## config.mk

```make
export PLATFORM = sky130hd
export DESIGN_NAME = sadc_ctrl
export DESIGN_NICKNAME = d
export VERILOG_FILES = /design/src/hdl/sadc_pkg.sv /design/src/hdl/sadc_fifo.sv /design/src/hdl/sadc_ctrl.sv
export SDC_FILE = /design/constraint.sdc
export NUM_CORES = 1
export LEC_CHECK = 0
export BUFFER_PORTS_ARGS = -buffer_cell sky130_fd_sc_hd__buf_2
export CAP_MARGIN = 15
export CORE_MARGIN = 2
export CORE_UTILIZATION = 35
export DETAILED_ROUTE_END_ITERATION = 8
export HOLD_SLACK_MARGIN = 0.08
export PLACE_DENSITY = 0.61
export RECOVER_POWER = 25
export SYNTH_ARGS = -nofsm -noshare
export SYNTH_HDL_FRONTEND = slang
export SYNTH_SLANG_ARGS = --single-unit
```

## constraint.sdc

```tcl
create_clock -name clk -period 5.2 [get_ports clk]
set_input_delay 1.04 -clock clk [delete_from_list [all_inputs] [get_ports clk]]
set_output_delay 1.04 -clock clk [all_outputs]
set_load 0.05 [all_outputs]
```

## src/hdl/sadc_pkg.sv

```systemverilog
// Package of constants and carrier types for the sampling converter control block
package sadc_pkg;
	localparam int RESULT_W     = 12;
	localparam int SER_WORD_W   = 16;
	localparam int SER_LEAD_W   = 4;
	localparam int BYTE_W       = 8;
	localparam int NIB_W        = 4;
	localparam int CNT_W        = 5;
	localparam int FIFO_W       = 12;
	localparam int FIFO_D       = 32;
	localparam int CLK_HZ       = 10_000_000;
	localparam int CONV_CLK_HZ  = 2_500_000;
	// Conversion clock divider: system cycles per half conversion clock period
	localparam int CCLK_HALF    = CLK_HZ / (2 * CONV_CLK_HZ);
	localparam int STROBE_DLY   = 3;
	localparam int DIV_W        = 4;

	typedef enum logic [1:0] {
		SADC_FMT_PAR12,
		SADC_FMT_SER_GATED,
		SADC_FMT_SER_CONT
	} sadc_fmt_e;

	typedef enum logic [1:0] {
		SADC_IDLE,
		SADC_CONV,
		SADC_DONE
	} sadc_state_e;

	typedef struct packed {
		logic convert_start_n;
		logic chip_select_n;
		logic read_strobe_n;
	} sadc_bus_s;

	typedef struct packed {
		logic frame_oe;
		logic sclk_oe;
		logic data_oe;
	} sadc_ser_s;
endpackage

```

## src/hdl/sadc_fifo.sv

```systemverilog
// Parameterised valid/ready FIFO holding conversion results
`timescale 1ns/1ns
module sadc_fifo #(
	parameter int W = 12,
	parameter int D = 32
) (
	input  wire logic         clk,
	input  wire logic         rst_b,
	input  wire logic         in_valid,
	output logic              in_ready,
	input  wire logic [W-1:0] in_data,
	output logic              out_valid,
	input  wire logic         out_ready,
	output logic [W-1:0]      out_data
);
	localparam int AW = $clog2(D);
	typedef struct packed {
		logic [AW-1:0] wp;
		logic [AW-1:0] rp;
		logic [AW:0]   cnt;
	} sadc_fifo_s;
	sadc_fifo_s st_ff;
	sadc_fifo_s nxt_st;
	logic [W-1:0] mem_ff [D];
	logic push;
	logic pop;

	assign in_ready  = (st_ff.cnt != (AW+1)'(D));
	assign out_valid = (st_ff.cnt != '0);
	assign out_data  = mem_ff[st_ff.rp];
	assign push      = in_valid && in_ready;
	assign pop       = out_valid && out_ready;

	always_comb begin
		nxt_st = st_ff;
		if (push) begin
			nxt_st.wp = (st_ff.wp == AW'(D - 1)) ? '0 : st_ff.wp + 1'b1;
		end
		if (pop) begin
			nxt_st.rp = (st_ff.rp == AW'(D - 1)) ? '0 : st_ff.rp + 1'b1;
		end
		nxt_st.cnt = st_ff.cnt + (AW+1)'(push) - (AW+1)'(pop);
	end

	always_ff @(posedge clk) begin
		if (!rst_b) begin
			st_ff <= '0;
		end else begin
			st_ff <= nxt_st;
		end
		if (push) begin
			mem_ff[st_ff.wp] <= in_data;
		end
	end
endmodule

```

## src/hdl/sadc_ctrl.sv

```systemverilog
// Conversion control, result latch and parallel, byte and serial output
//
// Notes on behaviour
// RULE1: Mode 1 starts on convert start rising edge
// RULE2: No convert-start conversion while chip select low
// RULE3: Track-and-hold returns to tracking at completion
// RULE4: Mode 1 status idles high, low at completion
// RULE5: Mode 1 status cleared by first read
// RULE6: Host keeps convert start high during reads
// RULE7: Host drives chip select and read actively
// RULE8: Output latches disabled during conversion
// RULE9: Power-up low status cleared by dummy read
// RULE10: Mode 2 chip select starts, status stalls host
// RULE11: Format select picks parallel or byte/serial
// RULE12: Byte format: low byte or zero-padded nibble
// RULE13: Parallel format gives all bits at once
// RULE14: Serial word: four zeros then result, MSB first
// RULE15: Shift on rising clock, sample on falling
// RULE16: Strobe low within three conversion clocks
// RULE17: Serial pins only pull low or release
// RULE18: Serial clock continuous or gated by format
// RULE19: Upper data lines become serial pins, byte select
// RULE20: No serial output in parallel format
// RULE21: First byte read clears status, either byte
// RULE22: Mode 2 status low throughout conversion
// RULE23: Host holds byte select low at Mode 2 start
// RULE24: Mode 2 hold taken at chip select fall
// RULE25: One conversion clock per result bit
`timescale 1ns/1ns
module sadc_ctrl
	import sadc_pkg::*;
#(
	parameter int RES_W = 12,
	parameter int DEPTH = 32
) (
	input  wire logic                 clk,
	input  wire logic                 rst_b,
	input  wire sadc_pkg::sadc_bus_s  bus_in,
	input  wire sadc_pkg::sadc_fmt_e  format_select,
	input  wire logic                 mode2_sel,
	input  wire logic                 high_byte_select,
	input  wire logic [RES_W-1:0]     sar_bits,
	output logic                      track_hold,
	output logic                      status_n,
	output logic [RES_W-1:0]          data_out,
	output logic                      data_oe,
	output sadc_pkg::sadc_ser_s       ser_oe,
	output logic                      serial_frame_strobe_n,
	output logic                      serial_clock_out,
	output logic                      serial_data_out,
	output logic                      result_valid,
	input  wire logic                 result_ready,
	output logic [RES_W-1:0]          result_data
);
	typedef struct packed {
		sadc_state_e       state;
		logic              cs_d;
		logic              cv_d;
		logic              rd_act;
		logic              hold;
		logic              status_n;
		logic [DIV_W-1:0]  div;
		logic              cclk;
		logic [CNT_W-1:0]  step;
		logic [RES_W-1:0]  result;
		logic [RES_W-1:0]  out_q;
		logic              oe;
		logic [CNT_W-1:0]  sbits;
		logic              frame_n;
		logic              sclk;
		logic              sdat;
		logic              push;
	} sadc_st_s;

	sadc_st_s st_ff;
	sadc_st_s nxt_st;
	logic     start_cv;
	logic     start_cs;
	logic     read_fall;
	logic     rd_now;
	logic     tick_rise;
	logic     tick_fall;
	logic     fifo_in_ready;
	logic     ser_en;
	logic [SER_WORD_W-1:0] ser_src;

	// Parallel format gives the whole word; byte format mux chosen by select
	function automatic logic [RES_W-1:0] out_word(input sadc_fmt_e f, input logic hb,
		input logic [RES_W-1:0] r);
		logic [RES_W-1:0] w;
		w = '0;
		if (f == SADC_FMT_PAR12) begin
			w = r; // [RULE13]
		end else if (hb) begin
			w[NIB_W-1:0] = r[RES_W-1:BYTE_W]; // [RULE12] [RULE19]
		end else begin
			w[BYTE_W-1:0] = r[BYTE_W-1:0]; // [RULE12]
		end
		return w;
	endfunction

	assign rd_now    = !bus_in.chip_select_n && !bus_in.read_strobe_n;
	assign read_fall = rd_now && !st_ff.rd_act;
	// Convert start rising edge ignored while chip select is low
	assign start_cv  = !mode2_sel && bus_in.convert_start_n && !st_ff.cv_d
		&& bus_in.chip_select_n; // [RULE1] [RULE2]
	// A select fall with the high byte chosen is a plain read, not a start
	assign start_cs  = mode2_sel && !bus_in.chip_select_n && st_ff.cs_d
		&& !high_byte_select; // [RULE10] [RULE24]
	assign tick_rise = (st_ff.div == DIV_W'(CCLK_HALF - 1)) && !st_ff.cclk;
	assign tick_fall = (st_ff.div == DIV_W'(CCLK_HALF - 1)) && st_ff.cclk;
	assign ser_en    = (format_select != SADC_FMT_PAR12); // [RULE11] [RULE20]
	// Word bits follow the live comparator result until it is latched
	assign ser_src   = SER_WORD_W'({SER_LEAD_W'(0),
		(st_ff.state == SADC_CONV) ? sar_bits : st_ff.result}) << st_ff.sbits; // [RULE14]

	always_comb begin
		nxt_st = st_ff;
		nxt_st.cs_d   = bus_in.chip_select_n;
		nxt_st.cv_d   = bus_in.convert_start_n;
		nxt_st.rd_act = rd_now;
		nxt_st.push   = 1'b0;
		nxt_st.div    = (st_ff.div == DIV_W'(CCLK_HALF - 1)) ? '0 : st_ff.div + 1'b1;
		if (st_ff.div == DIV_W'(CCLK_HALF - 1)) begin
			nxt_st.cclk = !st_ff.cclk;
		end
		// Serial frame opens on the first conversion clock rise of a conversion
		if (tick_rise) begin
			nxt_st.sclk = 1'b1;
			if (!st_ff.frame_n && st_ff.sbits == CNT_W'(SER_WORD_W)) begin
				// Strobe stays low through the last falling edge
				nxt_st.frame_n = 1'b1;
				nxt_st.sdat    = 1'b1;
			end else if (!st_ff.frame_n || (ser_en && st_ff.state == SADC_CONV
				&& st_ff.sbits == '0)) begin
				nxt_st.frame_n = 1'b0; // [RULE16]
				nxt_st.sdat    = ser_src[SER_WORD_W-1]; // [RULE14] [RULE15]
				nxt_st.sbits   = st_ff.sbits + 1'b1;
			end
		end
		if (tick_fall) begin
			nxt_st.sclk = 1'b0;
		end
		unique case (st_ff.state)
			SADC_IDLE, SADC_DONE: begin
				if (start_cv || start_cs) begin
					nxt_st.state   = SADC_CONV;
					nxt_st.hold    = 1'b1; // [RULE1] [RULE24]
					nxt_st.step    = '0;
					nxt_st.oe      = 1'b0; // [RULE8]
					nxt_st.sbits   = '0;
					nxt_st.frame_n = 1'b1;
					nxt_st.sdat    = 1'b1;
					nxt_st.status_n = mode2_sel ? 1'b0 : 1'b1; // [RULE22]
				end else if (read_fall) begin
					nxt_st.out_q    = out_word(format_select, high_byte_select, st_ff.result);
					nxt_st.oe       = 1'b1;
					if (!mode2_sel) begin
						nxt_st.status_n = 1'b1; // [RULE5] [RULE9] [RULE21]
					end
				end else if (!rd_now) begin
					nxt_st.oe = 1'b0;
				end
			end
			SADC_CONV: begin
				nxt_st.oe = 1'b0; // [RULE8]
				if (tick_fall) begin
					if (st_ff.step == CNT_W'(RES_W - 1)) begin
						nxt_st.state    = SADC_DONE;
						nxt_st.hold     = 1'b0; // [RULE3]
						nxt_st.result   = sar_bits; // [RULE25]
						nxt_st.status_n = mode2_sel ? 1'b1 : 1'b0; // [RULE4] [RULE22]
						nxt_st.push     = fifo_in_ready;
					end else begin
						nxt_st.step = st_ff.step + 1'b1; // [RULE25]
					end
				end
			end
		endcase
		if (!ser_en) begin
			nxt_st.frame_n = 1'b1; // [RULE20]
			nxt_st.sdat    = 1'b1;
		end
	end

	always_ff @(posedge clk) begin
		if (!rst_b) begin
			st_ff          <= '0;
			st_ff.state    <= SADC_IDLE;
			st_ff.status_n <= 1'b1;
			st_ff.cs_d     <= 1'b1;
			st_ff.cv_d     <= 1'b1;
			st_ff.frame_n  <= 1'b1;
			st_ff.sdat     <= 1'b1;
			st_ff.sbits    <= CNT_W'(SER_WORD_W);
		end else begin
			st_ff <= nxt_st;
		end
	end

	sadc_fifo #(
		.W (RES_W),
		.D (DEPTH)
	) u_fifo (
		.clk       (clk),
		.rst_b     (rst_b),
		.in_valid  (st_ff.push),
		.in_ready  (fifo_in_ready),
		.in_data   (st_ff.result),
		.out_valid (result_valid),
		.out_ready (result_ready),
		.out_data  (result_data)
	);

	assign track_hold = st_ff.hold;
	assign status_n   = st_ff.status_n;
	assign data_out   = st_ff.out_q;
	assign data_oe    = st_ff.oe;
	// Clock gated to the frame unless continuous format selected
	assign serial_clock_out = (format_select == SADC_FMT_SER_CONT || !st_ff.frame_n)
		? st_ff.sclk : 1'b1; // [RULE18]
	assign serial_frame_strobe_n = st_ff.frame_n;
	assign serial_data_out = st_ff.sdat;
	assign ser_oe.frame_oe = ser_en && !st_ff.frame_n; // [RULE17]
	assign ser_oe.sclk_oe  = ser_en && !serial_clock_out; // [RULE17]
	assign ser_oe.data_oe  = ser_en && !st_ff.sdat; // [RULE17]
endmodule

```

==> summary.md, run 1 <==
After routing, the total negative slack on setup checks comes to 0 ns. The total wire length came out at 41.0 mm. Broken down by cell family, the worst path's largest delay share belongs to multiplexers. For the total CTS buffers, the log shows 45. In this run the vertical extent of the chip is 233 µm.

The maximum number of pins on one net before global-route repair is 57, and the pre-CTS setup slack is 1.49 ns. STA classifies the critical path endpoint as an output pin. For hold timing, the worst endpoint is data_out[4]. In this run the static leakage power is 6.51 nW. For the worst flop-to-flop path, the logic depth is 5.

Total of buffers placed on input and output ports: 55. The hold path depth is 2, and the number of pins exceeding their max-slew limit in the final report is 322. Measured against its own limit, the worst slew margin works out to -35.0%.

The peak per-stage delay on the critical path is 0.66 ns. H-tree depth: 2. The most frequent cell on the critical path was sky130_fd_sc_hd__mux4_2. The async set-reset flop share out of synthesis was 0%; the critical-path maximum fanout was 30. The final instance area was 0.0209 mm².

The post-route netlist has 26.9% of its cells at a drive strength greater than 1. The number of antenna violations at the first check in global routing came out at 3. TritonCTS built the clock tree.

The power density over cell area is 402 mW/mm². Setup repair after global routing left no endpoint under its margin. The portion of the clock cycle consumed by the worst path in the final layout is 82.7%. Across all register-to-register paths, the minimum setup slack is 2.36 ns. The number of nets in the synthesized netlist was 1037; the cell count after placement was 1704. The run gives 0 as the antenna cell count. The run finished, with violations left. The die is 233 µm wide. STA classifies the critical path startpoint as a flop. Cell type with the highest aggregate area in the netlist: sky130_fd_sc_hd__edfxtp_1.

During I/O placement, the number of pins put on the boundary was 56. The logs give 0.0183 mm² for the cell area after synthesis and 0.0541 mm² for the die area. The critical path buffer and inverter count was 2. Among all flip-flop cells after synthesis, the most frequent one is sky130_fd_sc_hd__edfxtp_1.

The first detailed-routing pass took 5 iterations. The critical path goes through buf_4 -> mux4_2 -> mux4_2 -> mux2_2 -> buf_2. For this design, the slowest cell found on the critical path is sky130_fd_sc_hd__dfxtp_4.

For this run, the post-layout net count is 1118. The floorplan has 83 rows. Setup violations remaining at the end of the flow were counted as 0. Count of flip-flops with a built-in enable after synthesis: 384. The maximum VDD drop was 0.000241 V. In this run the standard cell core region covers 0.0515 mm². The warning count from the yosys run is 0, and the last weighted congestion value of the routability-driven placer is 0.789. The logs give 9339 for the count of vias placed by the detailed router and 0 for the residual overflow from global routing. Post-CTS timing repair inserted 0 buffers for setup.

The clock passes through at most 3 buffers. The clock net sink count is 455, and the via count of the first global-routing pass is 9343. Counting distinct cell types in the post-synthesis netlist gives 56. The first routing iteration left 851 violations. The remaining antenna violation count after routing came out at 0. For this configuration, the core starts out at a cell density of 35.5%. For the data arrival time of the critical path, the log shows 3.26 ns.

The kind of critical path was flop to output pin. Type of the worst min-delay path: flop to flop. In this run, synthesis produced a sequential element count of 455.

The count of final hold-check violations came out at 0. Static timing analysis puts the maximum clock frequency at 233 MHz. Final setup slack of the worst path: 0.901 ns. The checks that failed: max-capacitance violations, max-slew violations.

In the post-synthesis netlist, the biggest area contributors are sky130_fd_sc_hd__edfxtp_1 63%, sky130_fd_sc_hd__mux4_2 15%, sky130_fd_sc_hd__dfxtp_1 7.8%. After layout, the minimum clock period comes to 4.30 ns. The tools report the clock latency on the worst-skew pair as 0.59 ns. Clock-pin slew reported for the worst setup and hold paths after clock tree synthesis: 0.06 ns.

The clock tree root driver cell was sky130_fd_sc_hd__clkbuf_16. Sequential elements use 70.8% of the synthesized area. The mean instance size in the synthesized netlist came out at 18.4 µm².

Global routing consumed, over all layers together, 15.5% of the routing resources. Power comes to 8.41 mW. In this run the most critical hold path is launched from data_out[4]. The routed via count divided by cell count was 5.21. The worst register-to-register path ends at serial_data_out. For the number of design rule violations left after detail routing, the log shows 0.

The count of hold-fix buffers inserted at cts was 0. The startpoint identified for the worst register-to-register timing path is st_ff[24]. The number of max-cap violations is 9. The share of synthesized area in the top cell type comes to 63.1%.

Once layout is complete, the cells apart from fillers number 1791. For the pin with the worst max-slew slack, the measured transition is 2.02 ns. Once the clock tree was built, the resizer swapped 0 gates to a different size. The wire-length estimate of the detail-placed layout is 24.4 mm.

Fill cells in the final layout number 4636. The cell count after synthesis came out at 993. Relative to the synthesized area, the layout overhead comes to 14.5%. The data required time at the worst endpoint was 4.16 ns. The total placed instance area is 0.0194 mm², and the global-route wire length before repair is 61.1 mm. Clock skew on the completed layout was measured at 0.0275 ns. Dividing the detail-routed wire length by the instance count gives 22.9 µm.
[how the worst max path moves through the flow]
stage,from,slack [ns],depth (start not counted),endpoint
global placement,flop,1.49,5,result_data[1]
global route,flop,0.77,5,result_data[10]
floorplan,flop,1.84,6,result_data[0]
detailed placement,flop,1.49,5,result_data[11]
CTS,flop,0.86,5,result_data[10]
finish,flop,0.90,5,result_data[3]
[power breakdown]
part	internal, mW	switching, mW
logic	0.507	0.544
registers	3.94	0.0707
clock network	1.97	1.38
total	6.42	1.99
[worst min-delay path, delay by kind of cell, from the launching register on]
family          cells  cell delay, ns
compound gates      1            0.05
flops               1            0.30
simple gates        1            0.05
[stage by stage]
stage / hold slack, ns / utilization [%]
finish: 0.448 / 40.7
global route: 0.471 / 40.7
CTS: 0.455 / 40.7
detailed placement: 0.446 / 37.7
global placement: 0.438 / 37.7
floorplan: 0.431 / -
[cells by family (layout without fill, tap and decap cells)]
| group | count (synthesis) | after routing | synth area share [%] |
|---|---|---|---|
| compound gates | 62 | 62 | 2.27 |
| xor+xnor | 11 | 11 | 0.527 |
| fa+ha+maj | 22 | 22 | 1.55 |
| buf+inv | 75 | 193 | 2.05 |
| flops | 455 | 455 | 70.8 |
| mux | 156 | 156 | 16.8 |
| simple gates | 212 | 212 | 5.93 |
[layout make-up]
class | instances | area [µm²] | share of cell area (%)
sequential | 455 | 13000 | 61.9
multi-input combinational | 463 | 4970 | 23.8
clock buffer | 53 | 1180 | 5.62
tap | 680 | 851 | 4.06
timing repair buffer | 93 | 568 | 2.71
clock inverter | 31 | 347 | 1.66
inverter | 16 | 60.1 | 0.287
[synth_stat cells (all sizes together) (4+ instances only)]
master	number
and3	4
xor2	7
mux2i	24
nor3	7
o211a	4
o21ai	14
a21oi	10
nand4	7
or3b	4
dfxtp	71
xnor2	4
or4	4
mux4	120
a21boi	19
clkbuf	27
nand3	21
nor2	59
edfxtp	384
nor2b	16
and2	7
buf	32
ha	21
inv	16
nand2	54
mux2	12
nand2b	7
nand3b	4
[layout by cell type (no fill, tap or decap), types with 13 or more instances in the layout]
cell                          n
sky130_fd_sc_hd__clkbuf_1    16
sky130_fd_sc_hd__mux4_2     120
sky130_fd_sc_hd__o21ai_0     13
sky130_fd_sc_hd__nor2b_1     16
sky130_fd_sc_hd__dfxtp_1     66
sky130_fd_sc_hd__buf_2       55
sky130_fd_sc_hd__nand2_1     54
sky130_fd_sc_hd__inv_1       15
sky130_fd_sc_hd__nand3_1     21
sky130_fd_sc_hd__clkbuf_16   46
sky130_fd_sc_hd__nor2_1      52
sky130_fd_sc_hd__ha_1        21
sky130_fd_sc_hd__edfxtp_1   384
sky130_fd_sc_hd__mux2i_1     24
sky130_fd_sc_hd__buf_4       24
[sequential cells by signal, summed over array words and instances, names as in the netlist, named ones only]
| register | cells |
|---|---|
| serial_data_out | 1 |
| u_fifo.mem_ff | 384 |
| st_ff | 34 |
| u_fifo.st_ff | 16 |
| status_n | 1 |
| data_oe | 1 |
| serial_frame_strobe_n | 1 |
| data_out | 12 |
[metal layers]
metal | global-route usage (%) | vias to the layer above | share of wire (%)
li1 | - | 4111 | -
met2 | 24.1 | 321 | 46
met1 | 22.1 | 4853 | 44
met4 | 3.78 | 0 | 1.8
met5 | 0 | - | 0
met3 | 3.69 | 54 | 7.8
No activity file was read; power rests on OpenSTA's default activity.
==> run 2: changes to the inputs <==
- PLACE_DENSITY: 0.61 -> 0.63
- clock period: 5.2 -> 3.7 ns (I/O delays scaled with it)
==> summary.md, run 2 (synthesized netlist as in run 1, its figures left out) <==
For this design, the CTS-stage hold fixing added 0 buffers. For this run, the slowest stage of the critical path takes 0.55 ns. Clock-pin slew reported for the worst setup and hold paths after clock tree synthesis: 0.06 ns. The run gives 0 ns as the post-route setup TNS.

The type of destination of the critical path is an output pin. The number of flip-flops under the largest register name was 384. Type of origin of the critical path: a flop. The critical path buffer and inverter count works out to 3.

The run finished, with violations left. The initial utilization of the core area, before any placement, comes to 35.5%. Measured against its own limit, the worst slew margin works out to -7.62%.

The clock arrives with 0.0217 ns of skew. The tools report the sink of the worst hold path as st_ff[47]. The HPWL reported at the end of detailed placement is 24.7 mm. After detailed routing, the number of vias per cell comes to 5.14. The first global-routing pass estimated 61.1 mm of wire.

The startpoint of the worst hold path is bus_in[2]. The worst setup slack for register-to-register paths was 0.72 ns; the die outline width was 233 µm. The longest clock path from root to sink contains 3 buffers. In this run the critical register-to-register path is captured at u_fifo.st_ff[4]. 56 I/O pins were placed. The die covers 0.0541 mm².

The maximum number of pins on one net before global-route repair is 39. Relative to the synthesized area, the layout overhead comes to 15.4%. The hold path depth was 2; the number of antenna violations at the first check in global routing was 2. The count of buffers added on input and output ports is 55.

Critical path's slowest cell: sky130_fd_sc_hd__mux4_2. TritonCTS built the clock tree. The top achievable clock speed was 274 MHz; the data required time at the worst endpoint was 2.96 ns.

The via count of the first global-routing pass is 9595, and the power density over cell area is 550 mW/mm². After global routing the overflow that remains totals 0. The measured slew at the worst slew-check pin was 1.61 ns; the count of final hold-check violations was 0. The type of the worst min-delay path is input port to flop. Counting stages on the worst path, the most repeated cell is sky130_fd_sc_hd__mux4_2. CTS placed an instance of sky130_fd_sc_hd__clkbuf_16 at the clock tree root. u_fifo.mem_ff holds more flip-flops than any other register. The checks that failed: max-capacitance violations, max-slew violations. The run gives 217 as the number of pins exceeding their max-slew limit in the final report.

At the end of routability-driven placement, the weighted congestion stood at 0.777. Leaving out fill and tap cells, the most frequent cells in the layout are 384 x sky130_fd_sc_hd__edfxtp_1, 120 x sky130_fd_sc_hd__mux4_2, 68 x sky130_fd_sc_hd__dfxtp_1, 54 x sky130_fd_sc_hd__nand2_1, 54 x sky130_fd_sc_hd__buf_2. For the data arrival time of the critical path, the log shows 2.91 ns. The die is 233 µm tall. For this run, the detailed router's first-pass iteration total came to 7. Worst reg-to-reg path cell count: 13.

Clock tree synthesis found a total of 455 sinks. The region available for standard cell placement spans 0.0515 mm². The number of nets in the final layout came out at 1142. Setup violations remaining at the end of the flow were counted as 0.

On the critical path the largest part of the delay comes from multiplexers. The run gives 0.00497 mm² as the multi-input combinational cell area. The kind of critical path is flop to output pin. In the final layout, the registers with the most flip-flops are u_fifo.mem_ff (384), st_ff (34), u_fifo.st_ff (16). The final layout contains routed wiring with a total length of 40.6 mm. The floorplan has 83 rows.

The worst register-to-register path begins at u_fifo.st_ff[2]. Leaving out fill and tap cells, the most frequent cell in the layout is sky130_fd_sc_hd__edfxtp_1. The count of nets left with antenna violations once routing finished came out at 0. In this run, the number of DRC markers left after iteration 0 of detailed routing was 761. The portion of the clock cycle consumed by the worst path in the final layout was 98.7%; the fraction of layout instances using a drive strength above 1 was 27.9%. Traced cell by cell, the critical path runs through buf_12 -> buf_16 -> mux4_2 -> mux4_2 -> mux2_2 -> buf_2. For the global router's overall resource usage, the log shows 15.2%. Summing all flip-flop and latch instances after layout gives 0.0130 mm². The run gives 4619 as the number of filler cells placed in the layout. The run gives 6 as the number of max-cap violations.

Once layout is complete, the utilization of the core stands at 40.9%. Setup repair after global routing could not meet its margin everywhere. In this run the worst path has a maximum fanout of 13.

The worst path in the final design needs a cycle of 3.65 ns, including I/O delays and setup. For this run, design rule violations remaining after detail routing come to 0. The tools report the total CTS buffers as 46. VDD sags by at most 0.000425 V. The tools report the leakage power as 6.61 nW. The final route contains 9312 vias. Dividing the detail-routed wire length by the instance count gives 22.4 µm. At the later pin of the worst-skew pair, clock insertion delay measures 0.56 ns. H-tree depth: 2.
## run 2: cell count changes in the layout (fill, tap and decap cells not counted), sizes merged
cell,delta
diode,+1
buf,+22
clkinv,-1
clkinvlp,-1
clkbuf,+5
bufinv,-4
## run 2: power by group
part	leakage (nW)	switching (mW)	internal, mW
sequential	3.87	0.0535	5.53
clock	0.691	1.88	2.53
combinational	2.05	0.827	0.778
total	6.61	2.76	8.84
## run 2: layout make-up
class / count / area share, %
tap: 680 / 4.03
clock buffer: 57 / 5.75
inverter: 16 / 0.285
timing repair buffer: 116 / 3.94
sequential: 455 / 61.5
multi-input combinational: 463 / 23.6
clock inverter: 25 / 0.931
antenna: 1 / 0.0119
## run 2: how the worst max path moves through the flow
stage / startpoint / to / slack, ns / cells past startpoint
4_1_cts: flop / result_data[3] / 0.006 / 5
3_5_place_dp: flop / result_data[5] / 0.53 / 5
5_1_grt: flop / result_data[7] / -0.01 / 6
2_1_floorplan: u_fifo.st_ff[2] / u_fifo.st_ff[4] / 0.63 / 13
6_report: flop / result_data[3] / 0.05 / 6
3_3_place_gp: flop / result_data[0] / 0.55 / 5
## run 2: metrics by stage
step | area [µm²] | std cells | hold WS, ns | total power [mW] | setup WS, ns
floorplan | 18300 | 993 | 0.431 | 6.88 | 0.634
global placement | 19600 | 1725 | 0.437 | 7.23 | 0.550
detailed placement | 19600 | 1725 | 0.439 | 7.25 | 0.532
CTS | 21000 | 1807 | 0.382 | 11.7 | 0.00612
global route | 21100 | 1813 | 0.403 | 12.0 | -0.0110
finish | 21100 | 1813 | 0.408 | 11.6 | 0.0488
## run 2: routing by layer
metal | GRT usage (%) | vias up | routed length (µm)
met5 | 0 | - | 0
met4 | 4.52 | 0 | 1020
met3 | 3.32 | 54 | 2710
met2 | 24.5 | 271 | 19200
met1 | 20.6 | 4826 | 17700
li1 | - | 4161 | -
## run 2: what timing repair did
item / 4_1_cts / 5_1_grt
setup buffers: 0 / 3
setup endpoints to repair: 5 / 10
resized for setup: 3 / 1
cloned: 0 / 2
==> run 3: changes to the inputs <==
- CELL_PAD_IN_SITES_DETAIL_PLACEMENT: unset -> 0
- CELL_PAD_IN_SITES_GLOBAL_PLACEMENT: unset -> 2
- MAX_ROUTING_LAYER: unset -> met4
- PLACE_DENSITY: 0.63 -> 0.74
==> summary.md, run 3 (synthesized netlist as in run 1, its figures left out) <==
The via count of the first global-routing pass was 9675; the area growth from synthesis to layout was 17.6%. During placement, the flow inserted port buffers numbering 55. The H-tree generated during clock tree synthesis spans 2 levels. Leaving out fill and tap cells, the most frequent cells in the layout are 384 x sky130_fd_sc_hd__edfxtp_1, 120 x sky130_fd_sc_hd__mux4_2, 68 x sky130_fd_sc_hd__dfxtp_1, 59 x sky130_fd_sc_hd__nor2_1, 54 x sky130_fd_sc_hd__nand2_1. The kind of critical path was flop to output pin. The critical path buffer and inverter count was 3. Walking the worst path, the cells encountered are buf_12 -> clkbuf_16 -> mux4_2 -> mux4_2 -> mux2_2 -> buf_6.

The count of vias placed by the detailed router is 9453, and the clock net sink count is 455. The final layout contains routed wiring with a total length of 41.9 mm. For the worst setup path, the data arrival time is 2.91 ns. Power spread over the standard cell area amounts to 561 mW/mm².

In the final design database the tool counted 1158 nets. The number of max-cap violations came out at 7. The global router's overall resource usage is 16.0%.

Dividing the final minimum period by the clock period gives 98.7%. The number of design rule violations left after detail routing was 0. The placed instances occupy a cell area of 0.0196 mm². Clock-pin slew was measured on the worst setup and hold paths at 0.06 ns. The residual overflow from global routing is 0.

The kind of cell adding the most delay to the critical path is multiplexers. For the final database, setup skew stands at 0.0117 ns. The worst hold path belongs to the class input port to flop. The final critical delay including setup and external delays is 3.65 ns.

Final hold analysis gives a worst-case slack of 0.366 ns. At the later pin of the worst-skew pair, clock insertion delay measures 0.58 ns. The number of flip-flops under the largest register name was 384; the boundary pin count was 56. The library cell used most frequently in the layout, excluding fill and tap cells, is sky130_fd_sc_hd__edfxtp_1. The worst-case IR drop observed on VDD is 0.000296 V. The top achievable clock speed was 274 MHz; the hold path depth was 2.

The fraction of layout instances using a drive strength above 1 came out at 28.8%. For the data required time at the worst endpoint, the log shows 2.96 ns. After detailed routing, the average wire length per cell comes to 22.9 µm.

The worst register-to-register path has a setup slack of 0.92 ns. The clock passes through at most 3 buffers. Peak per-stage delay on the critical path: 0.56 ns. The logs give 4 for the number of antenna violations at the first check in global routing and 40 for the maximum number of pins on one net before global-route repair.

Once detailed placement completed, the half-perimeter wirelength came to 25.5 mm. The run gives 0.0215 mm² as the final instance area. For the number of pins exceeding their max-slew limit in the final report, the log shows 253. On the critical path, the stage with the largest delay is an instance of sky130_fd_sc_hd__mux4_2. The congestion estimate from routability-driven global placement came to 0.761. The checks that failed: max-capacitance violations, max-slew violations. Setup violations remaining at the end of the flow were counted as 0.

Headroom to the max-slew limit came out at -20.5%. The die outline width came out at 233 µm. After floorplanning, the core was sized to cover 0.0515 mm².

The die extent in y was 233 µm. STA classifies the critical path endpoint as an output pin. After clock tree synthesis, the flow added hold-fix buffers numbering 0.

The worst hold path begins at bus_in[2]. The type of origin of the critical path is a flop. The tools report the leakage power as 6.82 nW. The largest registers in the layout are u_fifo.mem_ff (384), st_ff (34), u_fifo.st_ff (16). The first routing iteration left 768 violations. The routed via count divided by cell count came out at 5.15. The worst hold path terminates at st_ff[47]. Ranked by flip-flop count, first place goes to u_fifo.mem_ff. The startpoint identified for the worst register-to-register timing path is u_fifo.st_ff[2]. The number of standard-cell rows in the floorplan is 83. At the pin with the least slew margin, the transition time is 1.81 ns. The run gives 62.1 mm as the global-route wire length before repair.

Once the floorplan was initialized, standard cells occupied 35.5% of the core. The logs give 0.0541 mm² for the die area and 47 for the total CTS buffers. The tools report the count of final hold-check violations as 0.

The tree is rooted in a sky130_fd_sc_hd__clkbuf_16. In this run the critical register-to-register path is captured at u_fifo.st_ff[4]. The tools report the remaining antenna violation count after routing as 0. The filler cells instantiated in the layout total 4629. The most frequent cell on the critical path was sky130_fd_sc_hd__mux4_2.

TritonCTS built the clock tree. The flow ran to the end, but the final reports show violations. The critical-path maximum fanout is 9, and the number of detailed-routing iterations run before antenna repair is 5. The worst reg-to-reg path cell count was 13.
-- run 3: cell types whose count changed in the layout (fill, tap and decap cells not counted), moves of 2 or more --
cell                        previous run  this run
sky130_fd_sc_hd__buf_16                2         4
sky130_fd_sc_hd__buf_2                54        43
sky130_fd_sc_hd__buf_4                44        53
sky130_fd_sc_hd__buf_6                 1        12
sky130_fd_sc_hd__clkbuf_16            49        53
sky130_fd_sc_hd__clkinv_1             11         9
sky130_fd_sc_hd__nor2_1               52        59
sky130_fd_sc_hd__nor2_2                7         0
-- run 3: worst max-delay path by stage --
stage                               start              end  cells after the start
after floorplan           u_fifo.st_ff[2]  u_fifo.st_ff[4]                     13
after global placement               flop   result_data[7]                      5
after detailed placement             flop  result_data[10]                      5
after CTS                            flop   result_data[9]                      6
after global routing                 flop   result_data[2]                      7
final                                flop  result_data[11]                      6
-- run 3: through the flow --
stage / total power, mW / TNS [ns] / instances / utilization, % / setup WS, ns
3_5_place_dp: 7.24 / 0 / 1730 / 38.1 / 0.551
4_1_cts: 12.1 / -0.0149 / 1825 / 41.5 / -0.00635
5_1_grt: 12.5 / -0.00182 / 1835 / 41.7 / -0.00182
6_report: 12.1 / 0 / 1835 / 41.7 / 0.0487
2_1_floorplan: 6.88 / 0 / 993 / - / 0.634
3_3_place_gp: 7.23 / 0 / 1730 / 38.1 / 0.543
-- run 3: cell type report --
cell class                      instances  area [µm²]  share of cell area [%]
Clock inverter                         28         285                    1.33
Inverter                               16        60.1                   0.279
Multi-Input combinational cell        463        4960                    23.0
Clock buffer                           60        1260                    5.84
Timing Repair Buffer                  131        1130                    5.25
Antenna cell                            2        5.00                  0.0233
Tap cell                              680         851                    3.96
Sequential cell                       455       13000                    60.3
-- run 3: worst reg2reg max path, delay by kind of cell (launching register included) --
family / cells / cell delay, ns
AND/OR/NAND/NOR: 5 / 0.85
adder cells (fa/ha/maj): 4 / 1.10
flip-flops: 1 / 0.32
AO/OA/AOI/OAI: 1 / 0.16
buffers and inverters: 3 / 0.25
-- run 3: layer usage --
metal  track usage, %  wire [µm]
met1             20.8      17900
met2             25.8      20700
met3             3.60       2580
met4             3.54        737
met5                -          0
-- run 3: repair_timing --
action | 4_1_cts | 5_1_grt
gates cloned | 3 | 5
buffers inserted | 4 | 4
endpoints found under the hold margin | 0 | 0
resized for setup | 23 | 6
setup endpoints to repair | 12 | 12
-- run 3: power by group --
| group | switching, mW | internal (mW) | total [mW] |
|---|---|---|---|
| Combinational | 0.855 | 0.911 | 1.77 |
| Sequential | 0.0652 | 5.53 | 5.60 |
| Clock | 2.00 | 2.71 | 4.71 |
| Total | 2.92 | 9.15 | 12.1 |
